[src/flash_pkg.sv]
package flash_pkg;
  // Clock and timing
  localparam int CLK_NS = 40;
  localparam int DP_NS  = 3000;
  localparam int RDP_NS = 30000;
  localparam int RCV_NS = 2000;
  localparam logic [15:0] DP_CYC  = 16'((DP_NS + CLK_NS - 1) / CLK_NS);
  localparam logic [15:0] RDP_CYC = 16'((RDP_NS + CLK_NS - 1) / CLK_NS);
  localparam logic [15:0] RCV_CYC = 16'((RCV_NS + CLK_NS - 1) / CLK_NS);
  // Opcodes
  localparam logic [7:0] OP_EN4B   = 8'hB7;
  localparam logic [7:0] OP_EX4B   = 8'hE9;
  localparam logic [7:0] OP_DPD    = 8'hB9;
  localparam logic [7:0] OP_RDPD   = 8'hAB;
  localparam logic [7:0] OP_QEN    = 8'h35;
  localparam logic [7:0] OP_QEX    = 8'hF5;
  localparam logic [7:0] OP_RESUME = 8'h7A;
  localparam logic [7:0] OP_RDBK   = 8'h96;
  localparam logic [7:0] OP_CRC    = 8'h9B;
  localparam logic [7:0] OP_CRCSUB = 8'h27;
  localparam logic [7:0] OP_CRCRNG = 8'hFE;
  // Frame sizes in bits; readback length in bytes
  localparam logic [7:0] ONE_BYTE = 8'h08;
  localparam logic [7:0] CRC_BITS = 8'h98;
  localparam logic [7:0] RDBK_LEN = 8'h08;
  // Flag status bit positions
  localparam int FS_ABORT = 1;
  localparam int FS_SUSP  = 2;
  localparam int FS_FAIL  = 4;
  // ECMA generator, x^64 term implied
  localparam logic [63:0] CRC_POLY = 64'h42F0E1EBA9EA3693;
  // Host link timing
  localparam logic [3:0]  HALF_CYC = 4'h8;
  localparam logic [15:0] GAP_CYC  = 16'h0010;
  // Host register byte offsets
  localparam logic [7:0] A_TX0  = 8'h00;
  localparam logic [7:0] A_CMD  = 8'h14;
  localparam logic [7:0] A_STAT = 8'h18;
  localparam logic [7:0] A_RX0  = 8'h1C;
  localparam logic [7:0] A_RX1  = 8'h20;
  localparam logic [7:0] A_PIN  = 8'h24;
endpackage

[src/flash_link_if.sv]
`timescale 1ns/10ps
interface flash_link_if;
  logic cs_n;
  logic sclk;
  logic mosi;
  logic miso;
  logic rst_n;
  modport host (output cs_n, output sclk, output mosi, output rst_n, input miso);
  modport dev  (input cs_n, input sclk, input mosi, input rst_n, output miso);
endinterface

[src/crc64_byte.sv]
`timescale 1ns/10ps
module crc64_byte (
  input  wire logic [63:0] crc_in,
  input  wire logic [7:0]  data,
  output logic      [63:0] crc_out
);
  logic fb;
  always_comb begin
    fb = 1'b0;
    crc_out = crc_in;
    for (int i = 0; i < 8; i++) begin
      fb = crc_out[63] ^ data[i];
      crc_out = {crc_out[62:0], 1'b0} ^ (fb ? flash_pkg::CRC_POLY : 64'h0);
    end
  end
endmodule

[src/flash_dev.sv]
`timescale 1ns/10ps
// Behaviour
// - Three-byte default, four-byte switch immediate
// - Power-down after entry delay following opcode
// - Power-down refused during write operation
// - In power-down ignore all but release/reset
// - Release void with extra clocks
// - Standby after release delay, chip select high
// - Reset leaves power-down via recovery time
// - Quad protocol enter/leave immediate, no WRITE_ENABLE_LATCH
// - CRC-64 ECMA over range, compare expected
// - LSB first, zero initial value
// - CRC runs regardless of write enable latch
// - Stop below start aborts, flag bit 1
// - Byte-granular range within one die
// - Mismatch sets flag bit 4
// - Suspend sets bit 2, resume clears
// - Resets abort running CRC
// - Failed CRC stored, read LSB first
// - Readback cleared at every CRC start
// - Readback volatile, zeros past end
// - Host sends fixed CRC byte order
// - CRC starts at chip select rise
// - Flag bit 4 shared with program failure
module flash_dev (
  input  wire logic        hclk,
  input  wire logic        hresetn,
  flash_link_if.dev        link,
  input  wire logic        write_busy,
  input  wire logic        suspend_req,
  input  wire logic        sw_reset,
  input  wire logic        flag_clear,
  input  wire logic [7:0]  mem_rdata,
  output logic      [31:0] mem_addr,
  output logic             crc_busy,
  output logic      [7:0]  flag_status,
  output logic             four_byte_mode,
  output logic             quad_mode,
  output logic             deep_power_down,
  output logic             standby
);
  typedef enum logic [2:0] {ST_STBY, ST_ENTER, ST_DOWN, ST_REL, ST_RCV} pwr_type;
  typedef struct packed {
    logic [2:0]   cs_s;
    logic [2:0]   sclk_s;
    logic [1:0]   mosi_s;
    logic [1:0]   rst_s;
    pwr_type      pwr;
    logic [15:0]  dly;
    logic [7:0]   nbits;
    logic [7:0]   sr;
    logic [7:0]   op;
    logic [143:0] arg;
    logic [7:0]   osr;
    logic [7:0]   ridx;
    logic         miso;
    logic         four_b;
    logic         quad;
    logic [7:0]   fsr;
    logic         busy;
    logic [31:0]  cur;
    logic [31:0]  last;
    logic [63:0]  crc;
    logic [63:0]  expect_crc;
    logic [63:0]  rdbk;
  } st_type;

  st_type      q;
  st_type      d;
  logic [63:0] crc_nx;
  logic        rise;
  logic        fall;
  logic        cs_rise;
  logic        cs_fall;
  logic        cs_low;
  logic        in_down;
  logic        one_op;
  logic        rst_ev;
  logic [7:0]  b;
  logic [7:0]  rd_op;

  crc64_byte u_crc (
    .crc_in  (q.crc),
    .data    (mem_rdata),
    .crc_out (crc_nx)
  );

  always_comb begin
    d = q;
    // Pins cross into hclk through two flops; edges use the second and third
    d.cs_s   = {q.cs_s[1:0], link.cs_n};
    d.sclk_s = {q.sclk_s[1:0], link.sclk};
    d.mosi_s = {q.mosi_s[0], link.mosi};
    d.rst_s  = {q.rst_s[0], link.rst_n};
    rise     = q.sclk_s[1] & ~q.sclk_s[2];
    fall     = ~q.sclk_s[1] & q.sclk_s[2];
    cs_rise  = q.cs_s[1] & ~q.cs_s[2];
    cs_fall  = ~q.cs_s[1] & q.cs_s[2];
    cs_low   = ~q.cs_s[1];
    in_down  = (q.pwr == ST_ENTER) || (q.pwr == ST_DOWN);
    one_op   = cs_rise && (q.nbits == flash_pkg::ONE_BYTE);
    rst_ev   = ~q.rst_s[1] | sw_reset;
    b        = {q.sr[6:0], q.mosi_s[1]};
    rd_op    = (q.nbits == 8'h07) ? b : q.op;

    if (flag_clear) begin
      d.fsr = 8'h00;
    end
    if (cs_fall) begin
      d.nbits = 8'h00;
      d.ridx  = 8'h00;
    end
    if (rise && cs_low) begin
      d.sr = b;
      if (q.nbits != 8'hFF) begin
        d.nbits = q.nbits + 8'h01;
      end
      if (q.nbits[2:0] == 3'h7) begin
        if (q.nbits == 8'h07) begin
          d.op = b;
        end else begin
          d.arg = {b, q.arg[143:8]};
        end
        if ((q.pwr == ST_STBY) && (rd_op == flash_pkg::OP_RDBK)) begin
          d.osr = (q.ridx < flash_pkg::RDBK_LEN) ? q.rdbk[{q.ridx[2:0], 3'h0} +: 8] : 8'h00;
          if (q.ridx != 8'hFF) begin
            d.ridx = q.ridx + 8'h01;
          end
        end
      end
    end
    if (fall && cs_low) begin
      d.miso = q.osr[7];
      d.osr  = {q.osr[6:0], 1'b0};
    end

    // Delayed power transitions
    case (q.pwr)
      ST_STBY, ST_DOWN: begin
      end
      ST_ENTER, ST_REL, ST_RCV: begin
        if (q.dly == 16'h0000) begin
          d.pwr = (q.pwr == ST_ENTER) ? ST_DOWN : ST_STBY;
        end else begin
          d.dly = q.dly - 16'h0001;
        end
      end
      default: d.pwr = ST_STBY;
    endcase

    if (in_down && one_op && (q.op == flash_pkg::OP_RDPD)) begin
      d.pwr = ST_REL;
      d.dly = flash_pkg::RDP_CYC;
    end

    if ((q.pwr == ST_STBY) && one_op) begin
      case (q.op)
        flash_pkg::OP_EN4B: d.four_b = 1'b1;
        flash_pkg::OP_EX4B: d.four_b = 1'b0;
        flash_pkg::OP_QEN: d.quad = 1'b1;
        flash_pkg::OP_QEX: d.quad = 1'b0;
        flash_pkg::OP_RESUME: d.fsr[flash_pkg::FS_SUSP] = 1'b0;
        flash_pkg::OP_DPD: begin
          if (!write_busy && !q.busy) begin
            d.pwr = ST_ENTER;
            d.dly = flash_pkg::DP_CYC;
          end
        end
        default: begin
        end
      endcase
    end

    // Start at cs rise; latch not consulted
    if ((q.pwr == ST_STBY) && cs_rise && !q.busy && (q.nbits == flash_pkg::CRC_BITS) &&
        (q.op == flash_pkg::OP_CRC) && (q.arg[7:0] == flash_pkg::OP_CRCSUB) &&
        (q.arg[15:8] == flash_pkg::OP_CRCRNG)) begin
      d.rdbk = 64'h0;
      if (q.arg[143:112] < q.arg[111:80]) begin
        d.fsr[flash_pkg::FS_ABORT] = 1'b1;
      end else begin
        d.busy       = 1'b1;
        d.cur        = q.arg[111:80];
        d.last       = q.arg[143:112];
        d.crc        = 64'h0;
        d.expect_crc = q.arg[79:16];
      end
    end

    // One byte per cycle; memory answers in the same cycle
    if (q.busy) begin
      d.crc = crc_nx;
      d.cur = q.cur + 32'h0000_0001;
      if (q.cur == q.last) begin
        d.busy = 1'b0;
        if (crc_nx != q.expect_crc) begin
          d.fsr[flash_pkg::FS_FAIL] = 1'b1;
          d.rdbk = crc_nx;
        end
      end
    end
    if (q.busy && suspend_req) begin
      d.fsr[flash_pkg::FS_SUSP] = 1'b1;
    end

    if (rst_ev) begin
      d.busy   = 1'b0;
      d.rdbk   = 64'h0;
      d.four_b = 1'b0;
      d.quad   = 1'b0;
      d.fsr    = 8'h00;
      d.pwr    = ST_RCV;
      d.dly    = flash_pkg::RCV_CYC;
    end
  end

  always_ff @(posedge hclk or negedge hresetn) begin
    if (!hresetn) begin
      q        <= '0;
      q.cs_s   <= 3'h7;
      q.rst_s  <= 2'h3;
      q.pwr    <= ST_STBY;
    end else begin
      q <= d;
    end
  end

  assign link.miso       = q.miso;
  assign mem_addr        = q.cur;
  assign crc_busy        = q.busy;
  assign flag_status     = q.fsr;
  assign four_byte_mode  = q.four_b;
  assign quad_mode       = q.quad;
  assign deep_power_down = (q.pwr == ST_DOWN);
  assign standby         = (q.pwr == ST_STBY);
endmodule

[src/flat_wrapper.sv]
// flat-port wrapper written by rule: the top's interface ports become plain ports
module flash_dev_flat 
  (hclk, hresetn, write_busy, suspend_req, sw_reset, flag_clear, mem_rdata, mem_addr, crc_busy, flag_status, four_byte_mode, quad_mode, deep_power_down, standby, link_cs_n, link_sclk, link_mosi, link_rst_n, link_miso);
  flash_link_if link_i ();
  input  wire logic hclk;
  input  wire logic hresetn;
  input  wire logic write_busy;
  input  wire logic suspend_req;
  input  wire logic sw_reset;
  input  wire logic flag_clear;
  input  wire logic [7:0] mem_rdata;
  output logic      [31:0] mem_addr;
  output logic crc_busy;
  output logic      [7:0] flag_status;
  output logic four_byte_mode;
  output logic quad_mode;
  output logic deep_power_down;
  output logic standby;
  input wire logic [$bits(link_i.cs_n)-1:0] link_cs_n;
  input wire logic [$bits(link_i.sclk)-1:0] link_sclk;
  input wire logic [$bits(link_i.mosi)-1:0] link_mosi;
  input wire logic [$bits(link_i.rst_n)-1:0] link_rst_n;
  output wire logic [$bits(link_i.miso)-1:0] link_miso;
  assign link_i.cs_n = link_cs_n;
  assign link_i.sclk = link_sclk;
  assign link_i.mosi = link_mosi;
  assign link_i.rst_n = link_rst_n;
  assign link_miso = link_i.miso;
  flash_dev u_core (.hclk(hclk), .hresetn(hresetn), .link(link_i), .write_busy(write_busy), .suspend_req(suspend_req), .sw_reset(sw_reset), .flag_clear(flag_clear), .mem_rdata(mem_rdata), .mem_addr(mem_addr), .crc_busy(crc_busy), .flag_status(flag_status), .four_byte_mode(four_byte_mode), .quad_mode(quad_mode), .deep_power_down(deep_power_down), .standby(standby));
endmodule
[config.mk]
export PLATFORM = sky130hd
export DESIGN_NAME = flash_dev_flat
export DESIGN_NICKNAME = d
export VERILOG_FILES = /design/src/flash_pkg.sv /design/src/flash_link_if.sv /design/src/crc64_byte.sv /design/src/flash_dev.sv /design/src/flat_wrapper.sv
export SDC_FILE = /design/constraint.sdc
export NUM_CORES = 1
export LEC_CHECK = 0
export BUFFER_PORTS_ARGS = -buffer_cell sky130_fd_sc_hd__buf_2
export CORE_ASPECT_RATIO = 0.8
export CORE_MARGIN = 2
export CORE_UTILIZATION = 60
export CTS_CLUSTER_SIZE = 40
export DETAILED_ROUTE_END_ITERATION = 6
export MAX_ROUTING_LAYER = met4
export PLACE_DENSITY = 0.77
export REMOVE_ABC_BUFFERS = 1
export SLEW_MARGIN = 25
export SYNTH_ARGS = -nofsm -noshare
export SYNTH_HDL_FRONTEND = slang
export SYNTH_HIERARCHICAL = 1
export SYNTH_SLANG_ARGS = --single-unit
export TNS_END_PERCENT = 5
[constraint.sdc]
create_clock -name hclk -period 8.8 [get_ports hclk]
set_clock_uncertainty 0.1 [all_clocks]
set_input_delay 1.32 -clock hclk [delete_from_list [all_inputs] [get_ports hclk]]
set_output_delay 1.32 -clock hclk [all_outputs]
set_load 0.03 [all_outputs]
-- Word level (Yosys, flattened, before mapping)
Cells that the tools add are included.
- equal/unequal tests: 24
- multiplexer cells: 51
- add/subtract/negate cells: 4
- reductions and logical operators: 37
- order comparisons: 2
- bitwise operators: 28
- shift operators: 1
- operators by type and width (operator ; number):
    64-bit by 63-bit XOR with 64-bit output ; 8
    63-bit 2-to-1 mux ; 8
    64-bit 2-to-1 mux ; 5
    257-bit 2-to-1 mux ; 1
    193-bit 2-to-1 mux ; 1
    184-bit 2-to-1 mux ; 1
    168-bit 2-to-1 mux ; 1
    144-bit 2-to-1 mux ; 1
    19-bit 2-to-1 mux ; 5
    8-bit equality test, second input constant ; 9
    8-bit 2-to-1 mux ; 8
    64-bit inequality test ; 1
    64-bit by 7-bit variable part select with 8-bit output ; 1
    16-bit 2-to-1 mux ; 3
    33-bit 2-to-1 mux ; 1
    32-bit by 1-bit adder with 32-bit output, second input constant ; 1
    32-bit equality test ; 1
    32-bit < comparator ; 1
    8-bit by 1-bit adder with 8-bit output, second input constant ; 2
    8-bit by 6-bit equality test with 1-bit output, second input constant ; 2
    16-bit logical NOT ; 1
    8-bit inequality test, second input constant ; 2
    16-bit by 1-bit subtractor with 16-bit output, second input constant ; 1
    1-bit logical AND ; 15
    other kinds (27) ; 67
- logic and storage cells: 170
- register bits: 481
- output and inout port bits: 46
- input port bits: 18

-- Longest topological paths before layout
Gate-level depths: netlist of run 1.
- word-level depth: 29
- depth in mapped cells: 12
- gate-level depth less buffers: 10

-- Modules after synthesis
Netlist of run 1, hierarchy kept.
- by module, submodules not included (module ; area an instance (um^2) ; times used ; sequential area each (um^2) ; cells an instance):
    flash_dev ; 22600.4 ; 1 ; 11892.7 ; 2248
    crc64_byte ; 1554.0 ; 1 ; 0.0 ; 140

-- Least setup slack after synthesis of run 1
OpenSTA, ideal clock, no wires.
- path kind: in2reg
- start point: input mem_rdata[0]
- end point: register u_core/q[54] in the netlist's numbering
- library setup time: 0.081 ns
- data arrival time: 4.438 ns
- required time: 8.619 ns
- path buffers: 2
- setup slack: 4.181 ns
- stages: 12
- path through: xnor2_4 -> xor3_2 -> xnor2_1 -> xnor2_1 -> xnor2_1 -> nand4_1 -> nor4_1 -> nand4_1 -> nand2_1 -> clkbuf_1 -> clkbuf_1 -> mux2i_1
- RTL lines (item ; RTL line ; RTL):
    start, declared ; flat_wrapper.sv:11 ; input wire logic [7:0] mem_rdata;
    end, declared ; flash_dev.sv:68 ; st_type q;

==> results of run 1 <==
final cells by class:
type | count | area (um2) | share of cell area
clock inverters | 13 | 150 | 0.00576
flip-flops and latches | 475 | 11900 | 0.457
multi-input cells | 1698 | 11300 | 0.435
well taps | 536 | 671 | 0.0257
inverters | 50 | 188 | 0.00720
clock buffers | 64 | 1320 | 0.0507
repair buffers | 80 | 490 | 0.0188
through the flow:
stage	cell area [um2]	setup WS [ps]
floorplan	23300	714
global placement	24600	3310
detailed placement	24600	3480
CTS	26000	4050
global route	26000	3820
finish	26000	4010
path summary, 6_finish.rpt:
path,start,to,slack (ps)
setup / recovery,mem_rdata[0],u_core/q[39],4010
min in group asynchronous,hresetn,u_core/q[351],700
hold reg to reg,u_core/d[472],u_core/q[472],260
max in group asynchronous,hresetn,u_core/mem_addr[24],6480
setup reg to reg,u_core/q[379],u_core/q[200],4060
hold / removal,u_core/d[472],u_core/q[472],260
logic make-up (layout without fill, tap and decap cells):
group	count (synthesis)	count (layout)	synth area share
XOR/XNOR	281	281	0.116
AND/OR/NAND/NOR	935	935	0.171
flip-flops	475	475	0.492
adder cells (fa/ha/maj)	37	37	0.0192
buffers and inverters	219	207	0.0429
multiplexers	193	193	0.0937
AO/OA/AOI/OAI	247	247	0.0652
other	1	5	0.000155
power groups by stage:
stage	Sequential (mW)	Clock (mW)	Combinational [mW]
after floorplan	2.26	0	0.268
after global placement	2.26	0	0.431
after detailed placement	2.26	0	0.438
after CTS	2.22	2.00	0.441
after global routing	2.23	2.09	0.479
final	2.22	1.97	0.448
synthesized netlist by cell type, types with 8 or more instances:
master and count:
dfrtp_1 470, buf_4 42, xor2_1 69, nor4_1 18, mux2_2 94, or3_1 8
nand3_1 95, nand4_1 46, ha_1 37, nor3b_1 8, o21ai_0 133, mux4_2 16
nand2b_1 10, buf_2 16, inv_1 49, nor3_1 20, buf_1 9, mux2_1 10
and3_1 9, o221a_2 25, xnor2_4 9, nor2_1 43, xnor2_2 8, mux2i_1 73
xnor2_1 187, a21oi_1 41, nand2_1 635, clkbuf_1 92
worst register-to-register path, cell delays in order, from the launching register on:
cell      delay (ps)
dfrtp_1          430
inv_1             80
ha_1             320
and2_1           180
a221oi_1         590
nor3b_1          130
o21a_1           210
o21ai_4          720
buf_4            680
buf_4            740
mux2_2           470
state kept, by name, summed over array words and instances, names as in the netlist, 3 cells and up:
register            flops
u_core/flag_status      3
u_core/q              422
u_core/b                8
u_core/d                6
u_core/mem_addr        32
routing by layer:
metal | share of wire | vias up | track usage
met2 | 0.43 | 683 | 0.458
met5 | 0 | - | -
met4 | 0.019 | 0 | 0.0706
met3 | 0.091 | 89 | 0.0772
li1 | - | 7923 | -
met1 | 0.46 | 8961 | 0.482
==> out/qor.yml, run 1 <==
row_count: 65
rr_worst_depth: 10
cp_slowest_stage_delay_ps: 720
netlist.top_cell.by_area: "dfrtp_1"
synth-seq-cells: 475
finalWorstPathRequiredPeriod_ps: 4790
io_pins: 64
worst-path-stages: 11
arrival_ps: 5160
synth_area_um2: 24200
root_buffer: "clkbuf_16"
power_density_nw_per_um2: 178
yosys_warnings: 6
die_height_um: 183
ir_drop_uv: 146
hp-class: "reg2reg"
worst-setup-path-type: "in2reg"
ys_top_cells_by_area: "dfrtp_1 (49%), nand2_1 (9.9%), xnor2_1 (6.8%)"
overflow: 0
die_x_um: 228
drc: 0
grt_max_degree: 158
power.leakage_nw: 12.5
crit_buf_inv: 1
timing.slew.headroom: 0.285
yosys_most_used_dff: "dfrtp_1"
power_mw: 4.64
initial_core_util: 0.610
cts_buffers: 47
crit_path_start_kind: "primary input"
crit_fanout: 65
p_sw_mw: 1.16
switching_share: 0.250
cts.sinks: 475
yosysTopAreaCellShare: 0.487
cts_buffer_depth: 3
antenna_cells: 0
layout_common_cells: "nand2_1 (634), dfrtp_1 (469), xnor2_1 (187), o21ai_0 (132), nand3_1 (95)"
grt_usage: 0.325
fillers: 3087
tightest_slew_ps: 1070
post-route-period-util: 0.545
fp.dieArea_um2: 41900
gp_congestion: 0.976
final_util: 0.658
p_int_mw: 3.48
dpl.cell_count: 2839
crit_chain: "buf_2 -> xnor2_4 -> xnor2_2 -> xor2_2 -> xnor2_1 -> xnor2_1 -> nand4_1 -> nor4_1 -> nand4_1 -> nand2_8 -> mux2i_1"
syn2layout_area_growth_pct: 7.84
cts_tree: "done"
ctsResizeCount: 0
slowest_stage: "xnor2_1"
grt_pass1_vias: 17150
max_cap_viol_count: 0
max_freq_mhz: 209
ctsHtreeMaxLevel: 2
whs_path_depth: 0
p_clk_frac: 0.424
layout.nets: 2407
post_cts_buffers: 0
ys_types: 82
firstDrtPassIters: 6
drt-initial-drc-count: 1994
hold_buffers: 0
p_comb_frac: 0.096
drt_wl_total_um: 64900
worstSkewPairLatency_ps: 570
syn_inst: 2388
grt_pass1_wl_um: 102000
clk_pin_slew_ps: 60
hpwlAfterDp_um: 44800
status: "finished, final reports clean"
hold_ws_ps: 257
routed_via_density: 6.05
finalSetupTns_ps: 0
ant_nets: 0
antenna_found_initial: 0
port_buffers: 58
cpLargestDelayFamily: "XOR/XNOR gates"
final_layout_size_suffix_gt1_frac: 0.145
avgRoutedWirePerCell_um: 22.3
synth_edf_count: 0
end_kind: "flip-flop"
core-area_um2: 39600
setup_violations: 0
avgSynthCellArea_um2: 10.1
final_common_cell: "nand2_1"
ys_seq_area_frac: 0.492
vias: 17656
rsz0062_at_grt: "false"
final_cell_count_no_fill: 2916
worstPathRequired_ps: 9170
hold_viol_final: 0
slew_violations: 0
p_seq_frac: 0.479
async_flop_share: 1.00
Note: power is estimated with default switching activity, not from simulation.
==> inputs of run 2 (changes only) <==
==> constraint.sdc (replaced) <==
create_clock -name hclk -period 4.99 [get_ports hclk]
set_clock_uncertainty 0.1 [all_clocks]
set_input_delay 0.7485 -clock hclk [delete_from_list [all_inputs] [get_ports hclk]]
set_output_delay 0.7485 -clock hclk [all_outputs]
set_load 0.03 [all_outputs]
==> out/qor.yml, run 2 (synthesis results as in run 1) <==
setup_violations: 0  # unchanged
vias: 17829  # was 17656
end_kind: "flip-flop"  # unchanged
dp_slack_ps: 502  # was 3480 ps
drt-initial-drc-count: 1917  # was 1994
hold_viol_final: 0  # unchanged
crit_path_start_kind: "flip-flop"  # was primary input
port_buffers: 58  # unchanged
cts_tree: "done"  # unchanged
max_cap_viol_count: 0  # unchanged
finalWorstPathRequiredPeriod_ps: 4230
power.leakage_nw: 12.8  # was 12.5 nW
p_seq_frac: 0.463  # was 0.479
switching_share: 0.245  # was 0.250
worstPathRequired_ps: 5370  # was 9170 ps
gp_congestion: 0.984  # was 0.976
post-route-period-util: 0.847
startpoint: "u_core/q[189]"  # was mem_rdata[0]
final_common_cell: "nand2_1"  # unchanged
cts.sinks: 475  # unchanged
hpwlAfterDp_um: 44900  # was 44800 um
reg2reg_to: "u_core/q[37]"  # was u_core/q[200]
overflow: 0  # unchanged
ir_drop_uv: 287  # was 146 uV
layout.nets: 2432  # was 2407
drt_wl_total_um: 64300  # was 64900 um
timing.slew.headroom: 0.276  # was 0.285
crit_fanout: 19  # was 65
reg2reg_from: "u_core/q[189]"  # was u_core/q[379]
power_density_nw_per_um2: 320  # was 178 nW/um2
antenna_found_initial: 0  # unchanged
final_cell_count_no_fill: 2947  # was 2916
tightest_slew_ps: 1080  # was 1070 ps
p_sw_mw: 2.07  # was 1.16 mW
firstDrtPassIters: 5  # was 6
die_x_um: 228  # unchanged
final_layout_size_suffix_gt1_frac: 0.157  # was 0.145
die_height_um: 183  # unchanged
avgRoutedWirePerCell_um: 21.8  # was 22.3 um
core-area_um2: 39600  # unchanged
root_buffer: "clkbuf_16"  # unchanged
whs_path_depth: 1  # was 0
min_from: "link_cs_n"  # was u_core/d[472]
rsz0062_at_grt: "false"  # unchanged
largest_reg_flops: 422  # unchanged
arrival_ps: 4600  # was 5160 ps
initial_core_util: 0.610  # unchanged
antenna_cells: 0  # unchanged
finalWorstSetupSlack_ps: 762  # was 4010 ps
grt_max_degree: 122  # was 158
max_freq_mhz: 237
status: "finished, final reports clean"  # unchanged
syn2layout_area_growth_pct: 9.63  # was 7.84%
clk_pin_slew_ps: 60  # about the same
rr_worst_depth: 11  # was 10
drc: 0  # unchanged
reg2reg_slack_ps: 760  # was 4060 ps
layout_common_cells: "nand2_1 (634), dfrtp_1 (469), xnor2_1 (187), o21ai_0 (132), nand3_1 (95)"  # unchanged
p_comb_frac: 0.095  # was 0.096
grt_usage: 0.322  # was 0.325
worstSkewPairLatency_ps: 570  # about the same
routed_via_density: 6.05  # about the same
holdPathEnd: "u_core/d[479]"  # was u_core/q[472]
p_int_mw: 6.39  # was 3.48 mW
row_count: 65  # unchanged
top_register: "u_core/q"  # unchanged
slew_violations: 0  # unchanged
hp-class: "in2reg"  # was reg2reg
ant_nets: 0  # unchanged
cts_buffers: 48  # was 47
io_pins: 64  # unchanged
dpl.cell_count: 2861  # was 2839
ctsHtreeMaxLevel: 2  # unchanged
grt_pass1_wl_um: 101000  # was 102000 um
fp.dieArea_um2: 41900  # unchanged
cts_buffer_depth: 3  # unchanged
grt_pass1_vias: 17398  # was 17150
worst-setup-path-type: "reg2reg"  # was in2reg
final_util: 0.669  # was 0.658
p_clk_frac: 0.442  # was 0.424
run 2: cell count changes in the layout (fill, tap and decap cells not counted), moves of 2 or more:
cell / change
buf_4: +15
buf_12: +7
clkinvlp_4: +5
clkinv_2: +2
clkbuf_1: -4
bufinv_16: +3
inv_6: -2
clkbuf_16: +2
run 2: metrics by stage:
stage                     hold slack [ps]  power [mW]  setup TNS, ps  instance area [um2]
after CTS                             169        8.50              0                26400
after global routing                  167        8.75              0                26500
after detailed placement              249        4.77              0                24800
after floorplan                       231        4.46        -500900                23300
final                                 190        8.46              0                26500
after global placement                236        4.76              0                24800
run 2: final cells by class:
type                            count  area (um2)
Fill cell                        3126       13100
Sequential cell                   475       11900
Multi-Input combinational cell   1698       11300
Clock buffer                       62        1360
Timing Repair Buffer              104         781
Tap cell                          536         671
Clock inverter                     22         279
Inverter                           50         188
run 2: layer usage:
| layer | track usage | share of wire |
|---|---|---|
| met1 | 0.472 | 0.46 |
| met4 | 0.0779 | 0.021 |
| met2 | 0.458 | 0.43 |
| met5 | - | 0 |
| met3 | 0.0690 | 0.088 |
run 2: worst max-delay path, stage by stage, from the launching register on:
cell     delay [ps]
dfrtp_1         460
xnor2_4         480
xnor3_1         400
xnor2_1         180
xnor2_1         520
xnor2_1         210
nand4_1         250
nor4_1          470
nand4_1         210
nand2_4         370
buf_4           260
mux2i_1         220
run 2: power groups by stage:
stage | sequential (mW) | combinational, mW | clock (mW)
floorplan | 3.99 | 0.472 | 0
global placement | 3.99 | 0.775 | 0
detailed placement | 3.99 | 0.783 | 0
CTS | 3.92 | 0.788 | 3.80
global route | 3.92 | 0.859 | 3.96
finish | 3.92 | 0.803 | 3.74
run 2: worst max path at each step:
stage                         end  slack (ps)  cells past startpoint
detailed placement   u_core/q[37]         500                     12
finish               u_core/q[37]         760                     11
CTS                  u_core/q[23]         900                     11
floorplan           u_core/q[357]       -3100                      3
global route          u_core/q[3]         650                     11
global placement      u_core/q[7]         470                     12
run 2: repair_timing:
item / CTS / global route
endpoints found under the hold margin: 0 / 35
hold buffers: 0 / 1
gates resized for setup: 0 / 0
setup buffers: 0 / 0
==> inputs of run 3 (changes only) <==
--- a/config.mk
+++ b/config.mk
@@ -5,6 +5,7 @@
 export SDC_FILE = /design/constraint.sdc
 export NUM_CORES = 1
 export LEC_CHECK = 0
+export ABC_AREA = 1
 export BUFFER_PORTS_ARGS = -buffer_cell sky130_fd_sc_hd__buf_2
 export CORE_ASPECT_RATIO = 0.8
 export CORE_MARGIN = 2
==> constraint.sdc (replaced) <==
create_clock -name hclk -period 4.1 [get_ports hclk]
set_clock_uncertainty 0.1 [all_clocks]
set_input_delay 0.615 -clock hclk [delete_from_list [all_inputs] [get_ports hclk]]
set_output_delay 0.615 -clock hclk [all_outputs]
set_load 0.03 [all_outputs]
==> out/qor.yml, run 3 <==
tightest_slew_ps: 822  # was 1080 ps
async_flop_share: 1.00  # unchanged
timing.slew.headroom: 0.452  # was 0.276
cts_tree: "done"  # unchanged
crit_fanout: 42  # was 19
post-route-period-util: 0.936  # was 0.847
layout_common_cells: "nand2_1 (982), dfrtp_1 (469), o21ai_0 (350), inv_1 (346), nor2_1 (264)"  # was nand2_1 (634), dfrtp_1 (469), xnor2_1 (187), o21ai_0 (132), nand3_1 (95)
ant_nets: 0  # unchanged
cts_buffers: 48  # unchanged
drt-initial-drc-count: 2448  # was 1917
drt_wl_total_um: 76900  # was 64300 um
root_buffer: "clkbuf_16"  # unchanged
reg2reg_slack_ps: 260  # was 760 ps
port_buffers: 58  # unchanged
hpwlAfterDp_um: 54800  # was 44900 um
die_x_um: 236  # was 228 um
antenna_found_initial: 1  # was 0
hold_viol_final: 0  # unchanged
status: "finished, final reports clean"  # unchanged
cp_slowest_stage_delay_ps: 420  # was 520 ps
ys_top_cells_by_area: "dfrtp_1 (45%), nand2_1 (14%), o21ai_0 (6.8%)"  # was dfrtp_1 (49%), nand2_1 (9.9%), xnor2_1 (6.8%)
cts_buffer_depth: 3  # unchanged
end_kind: "flip-flop"  # unchanged
slew_violations: 0  # unchanged
row_count: 68  # was 65
slowest_stage: "dfrtp_1"  # was xnor2_1
io_pins: 64  # unchanged
initial_core_util: 0.605  # was 0.610
vias: 22351  # was 17829
max_freq_mhz: 261  # was 237 MHz
hp-class: "in2reg"  # unchanged
layout.nets: 3411  # was 2432
netlist_top_cells_count: "nand2_1 (984), dfrtp_1 (470), o21ai_0 (350)"  # was nand2_1 (635), dfrtp_1 (470), xnor2_1 (187)
yosysTopAreaCellShare: 0.453  # was 0.487
synth_area_um2: 25900  # was 24200 um2
fillers: 3619  # was 3126
max_cap_viol_count: 0  # unchanged
yosys_warnings: 6  # unchanged
final_layout_size_suffix_gt1_frac: 0.0978  # was 0.157
synth_edf_count: 0  # unchanged
ctsHtreeMaxLevel: 2  # unchanged
ir_drop_uv: 360  # was 287 uV
overflow: 0  # unchanged
finalWorstPathRequiredPeriod_ps: 3840  # was 4230 ps
grt_usage: 0.357  # was 0.322
power_density_nw_per_um2: 431  # was 320 nW/um2
worstSkewPairLatency_ps: 610  # was 570 ps
reg2reg_from: "u_core/q[189]"  # unchanged
worst-setup-path-type: "reg2reg"  # unchanged
arrival_ps: 4220  # was 4600 ps
gp_congestion: 0.999  # was 0.984
crit_path_start_kind: "flip-flop"  # unchanged
grt_pass1_wl_um: 121000  # was 101000 um
cts.sinks: 475  # unchanged
ys_seq_area_frac: 0.458  # was 0.492
dpl.cell_count: 3863  # was 2861
routed_via_density: 5.65  # was 6.05
holdPathEnd: "u_core/d[476]"  # was u_core/d[479]
die_height_um: 190  # was 183 um
final_cell_count_no_fill: 3957  # was 2947
cp_common_cell: "nand2_1"  # was xnor2_1
whs_path_depth: 1  # unchanged
final_util: 0.667  # was 0.669
firstDrtPassIters: 5  # unchanged
top_register: "u_core/q"  # unchanged
clk_pin_slew_ps: 60  # about the same
avgRoutedWirePerCell_um: 19.4  # was 21.8 um
grt_max_degree: 180  # was 122
syn2layout_area_growth_pct: 10.3  # was 9.63%
yosys_most_used_dff: "dfrtp_1"  # unchanged
grt_pass1_vias: 21135  # was 17398
rsz0062_at_grt: "false"  # unchanged
final_common_cell: "nand2_1"  # unchanged
power.leakage_nw: 13.9  # was 12.8 nW
rr_worst_depth: 27  # was 11
yosysMostFrequentCell: "nand2_1"  # unchanged
synth-seq-cells: 475  # unchanged
core-area_um2: 42900  # was 39600 um2
syn_inst: 3332  # was 2388
post_cts_buffers: 0  # unchanged
worstPathRequired_ps: 4490  # was 5370 ps
min_from: "link_sclk"  # was link_cs_n
hold_ws_ps: 26.1  # was 190 ps
fp.dieArea_um2: 44900  # was 41900 um2
largest_reg_flops: 422  # unchanged
finalSetupTns_ps: 0  # unchanged
ys_types: 57  # was 82
avgSynthCellArea_um2: 7.79  # was 10.1 um2
setup_violations: 0  # unchanged
netlist.top_cell.by_area: "dfrtp_1"  # unchanged
drc: 0  # unchanged
reg2reg_to: "u_core/q[29]"  # was u_core/q[37]
-- run 3: changes by cell type in the layout (fill, tap and decap cells not counted), moves of 21 or more --
cell,delta
o21ai_0,+218
mux2i_1,-73
buf_4,+38
nand3_1,+65
o221a_2,-21
nand2_1,+348
xnor2_1,-69
inv_1,+297
nor2_1,+221
mux2_2,-93
nand2_2,+26
xor2_1,+55
-- run 3: layout make-up --
class	instances	area, um2	area share
sequential	475	11900	0.416
clock inverter	30	372	0.0130
multi-input combinational	2328	11800	0.414
tap	560	701	0.0245
clock buffer	60	1320	0.0460
timing repair buffer	147	1140	0.0398
antenna	1	2.50	0.0000875
inverter	356	1340	0.0469
-- run 3: worst max path at each step --
stage	start	to	slack, ps
floorplan	u_core/q[444]	u_core/q[286]	-2070
global placement	mem_rdata[0]	u_core/q[28]	210
detailed placement	mem_rdata[0]	u_core/q[28]	210
CTS	u_core/q[189]	u_core/q[25]	370
global route	u_core/q[189]	u_core/q[26]	60
finish	u_core/q[189]	u_core/q[29]	260
-- run 3: cell families (layout without fill, tap and decap cells) --
family,Yosys count,count (layout),share of synthesized area
XOR/XNOR,245,245,0.0836
AO/OA/AOI/OAI,442,442,0.0902
AND/OR/NAND/NOR,1598,1598,0.262
multiplexers,1,1,0.000434
flip-flops,475,475,0.458
other,1,6,0.000145
buffers and inverters,533,593,0.0869
adder cells (fa/ha/maj),37,37,0.0178
-- run 3: metal layers --
metal / vias to the layer above / GRT usage / routed length [um]
met5: - / - / 0
met4: 0 / 0.112 / 2430
met3: 138 / 0.0514 / 5910
met2: 868 / 0.536 / 34200
met1: 10834 / 0.504 / 34300
li1: 10511 / - / -
-- run 3: report_power, final --
| part | leakage [nW] | total, mW | switching [mW] | internal [mW] |
|---|---|---|---|---|
| sequential | 6.39 | 4.86 | 0.0774 | 4.78 |
| clock | 0.837 | 4.69 | 2.00 | 2.69 |
| combinational | 6.67 | 2.77 | 1.84 | 0.935 |
| total | 13.9 | 12.3 | 3.91 | 8.41 |
-- run 3: critical path, delay by kind of cell (launching register included) --
family / cells / cell delay, ps
and+or+nand+nor: 24 / 2760
DFF: 1 / 420
buffers and inverters: 3 / 390
-- run 3: metrics by stage --
| stage | power, mW | instance area [um2] | setup WS (ps) |
|---|---|---|---|
| finish | 12.3 | 28600 | 262 |
| global route | 12.7 | 28600 | 58.3 |
| floorplan | 6.33 | 25000 | -2070 |
| detailed placement | 7.63 | 26900 | 206 |
| global placement | 7.63 | 26900 | 207 |
| CTS | 12.3 | 28600 | 373 |
-- run 3: repair_timing --
item | in CTS | in global routing
hold endpoints to repair | 11 | 0
gates resized for setup | 0 | 0
endpoints found under the setup margin | 0 | 0
hold buffers | 3 | 0
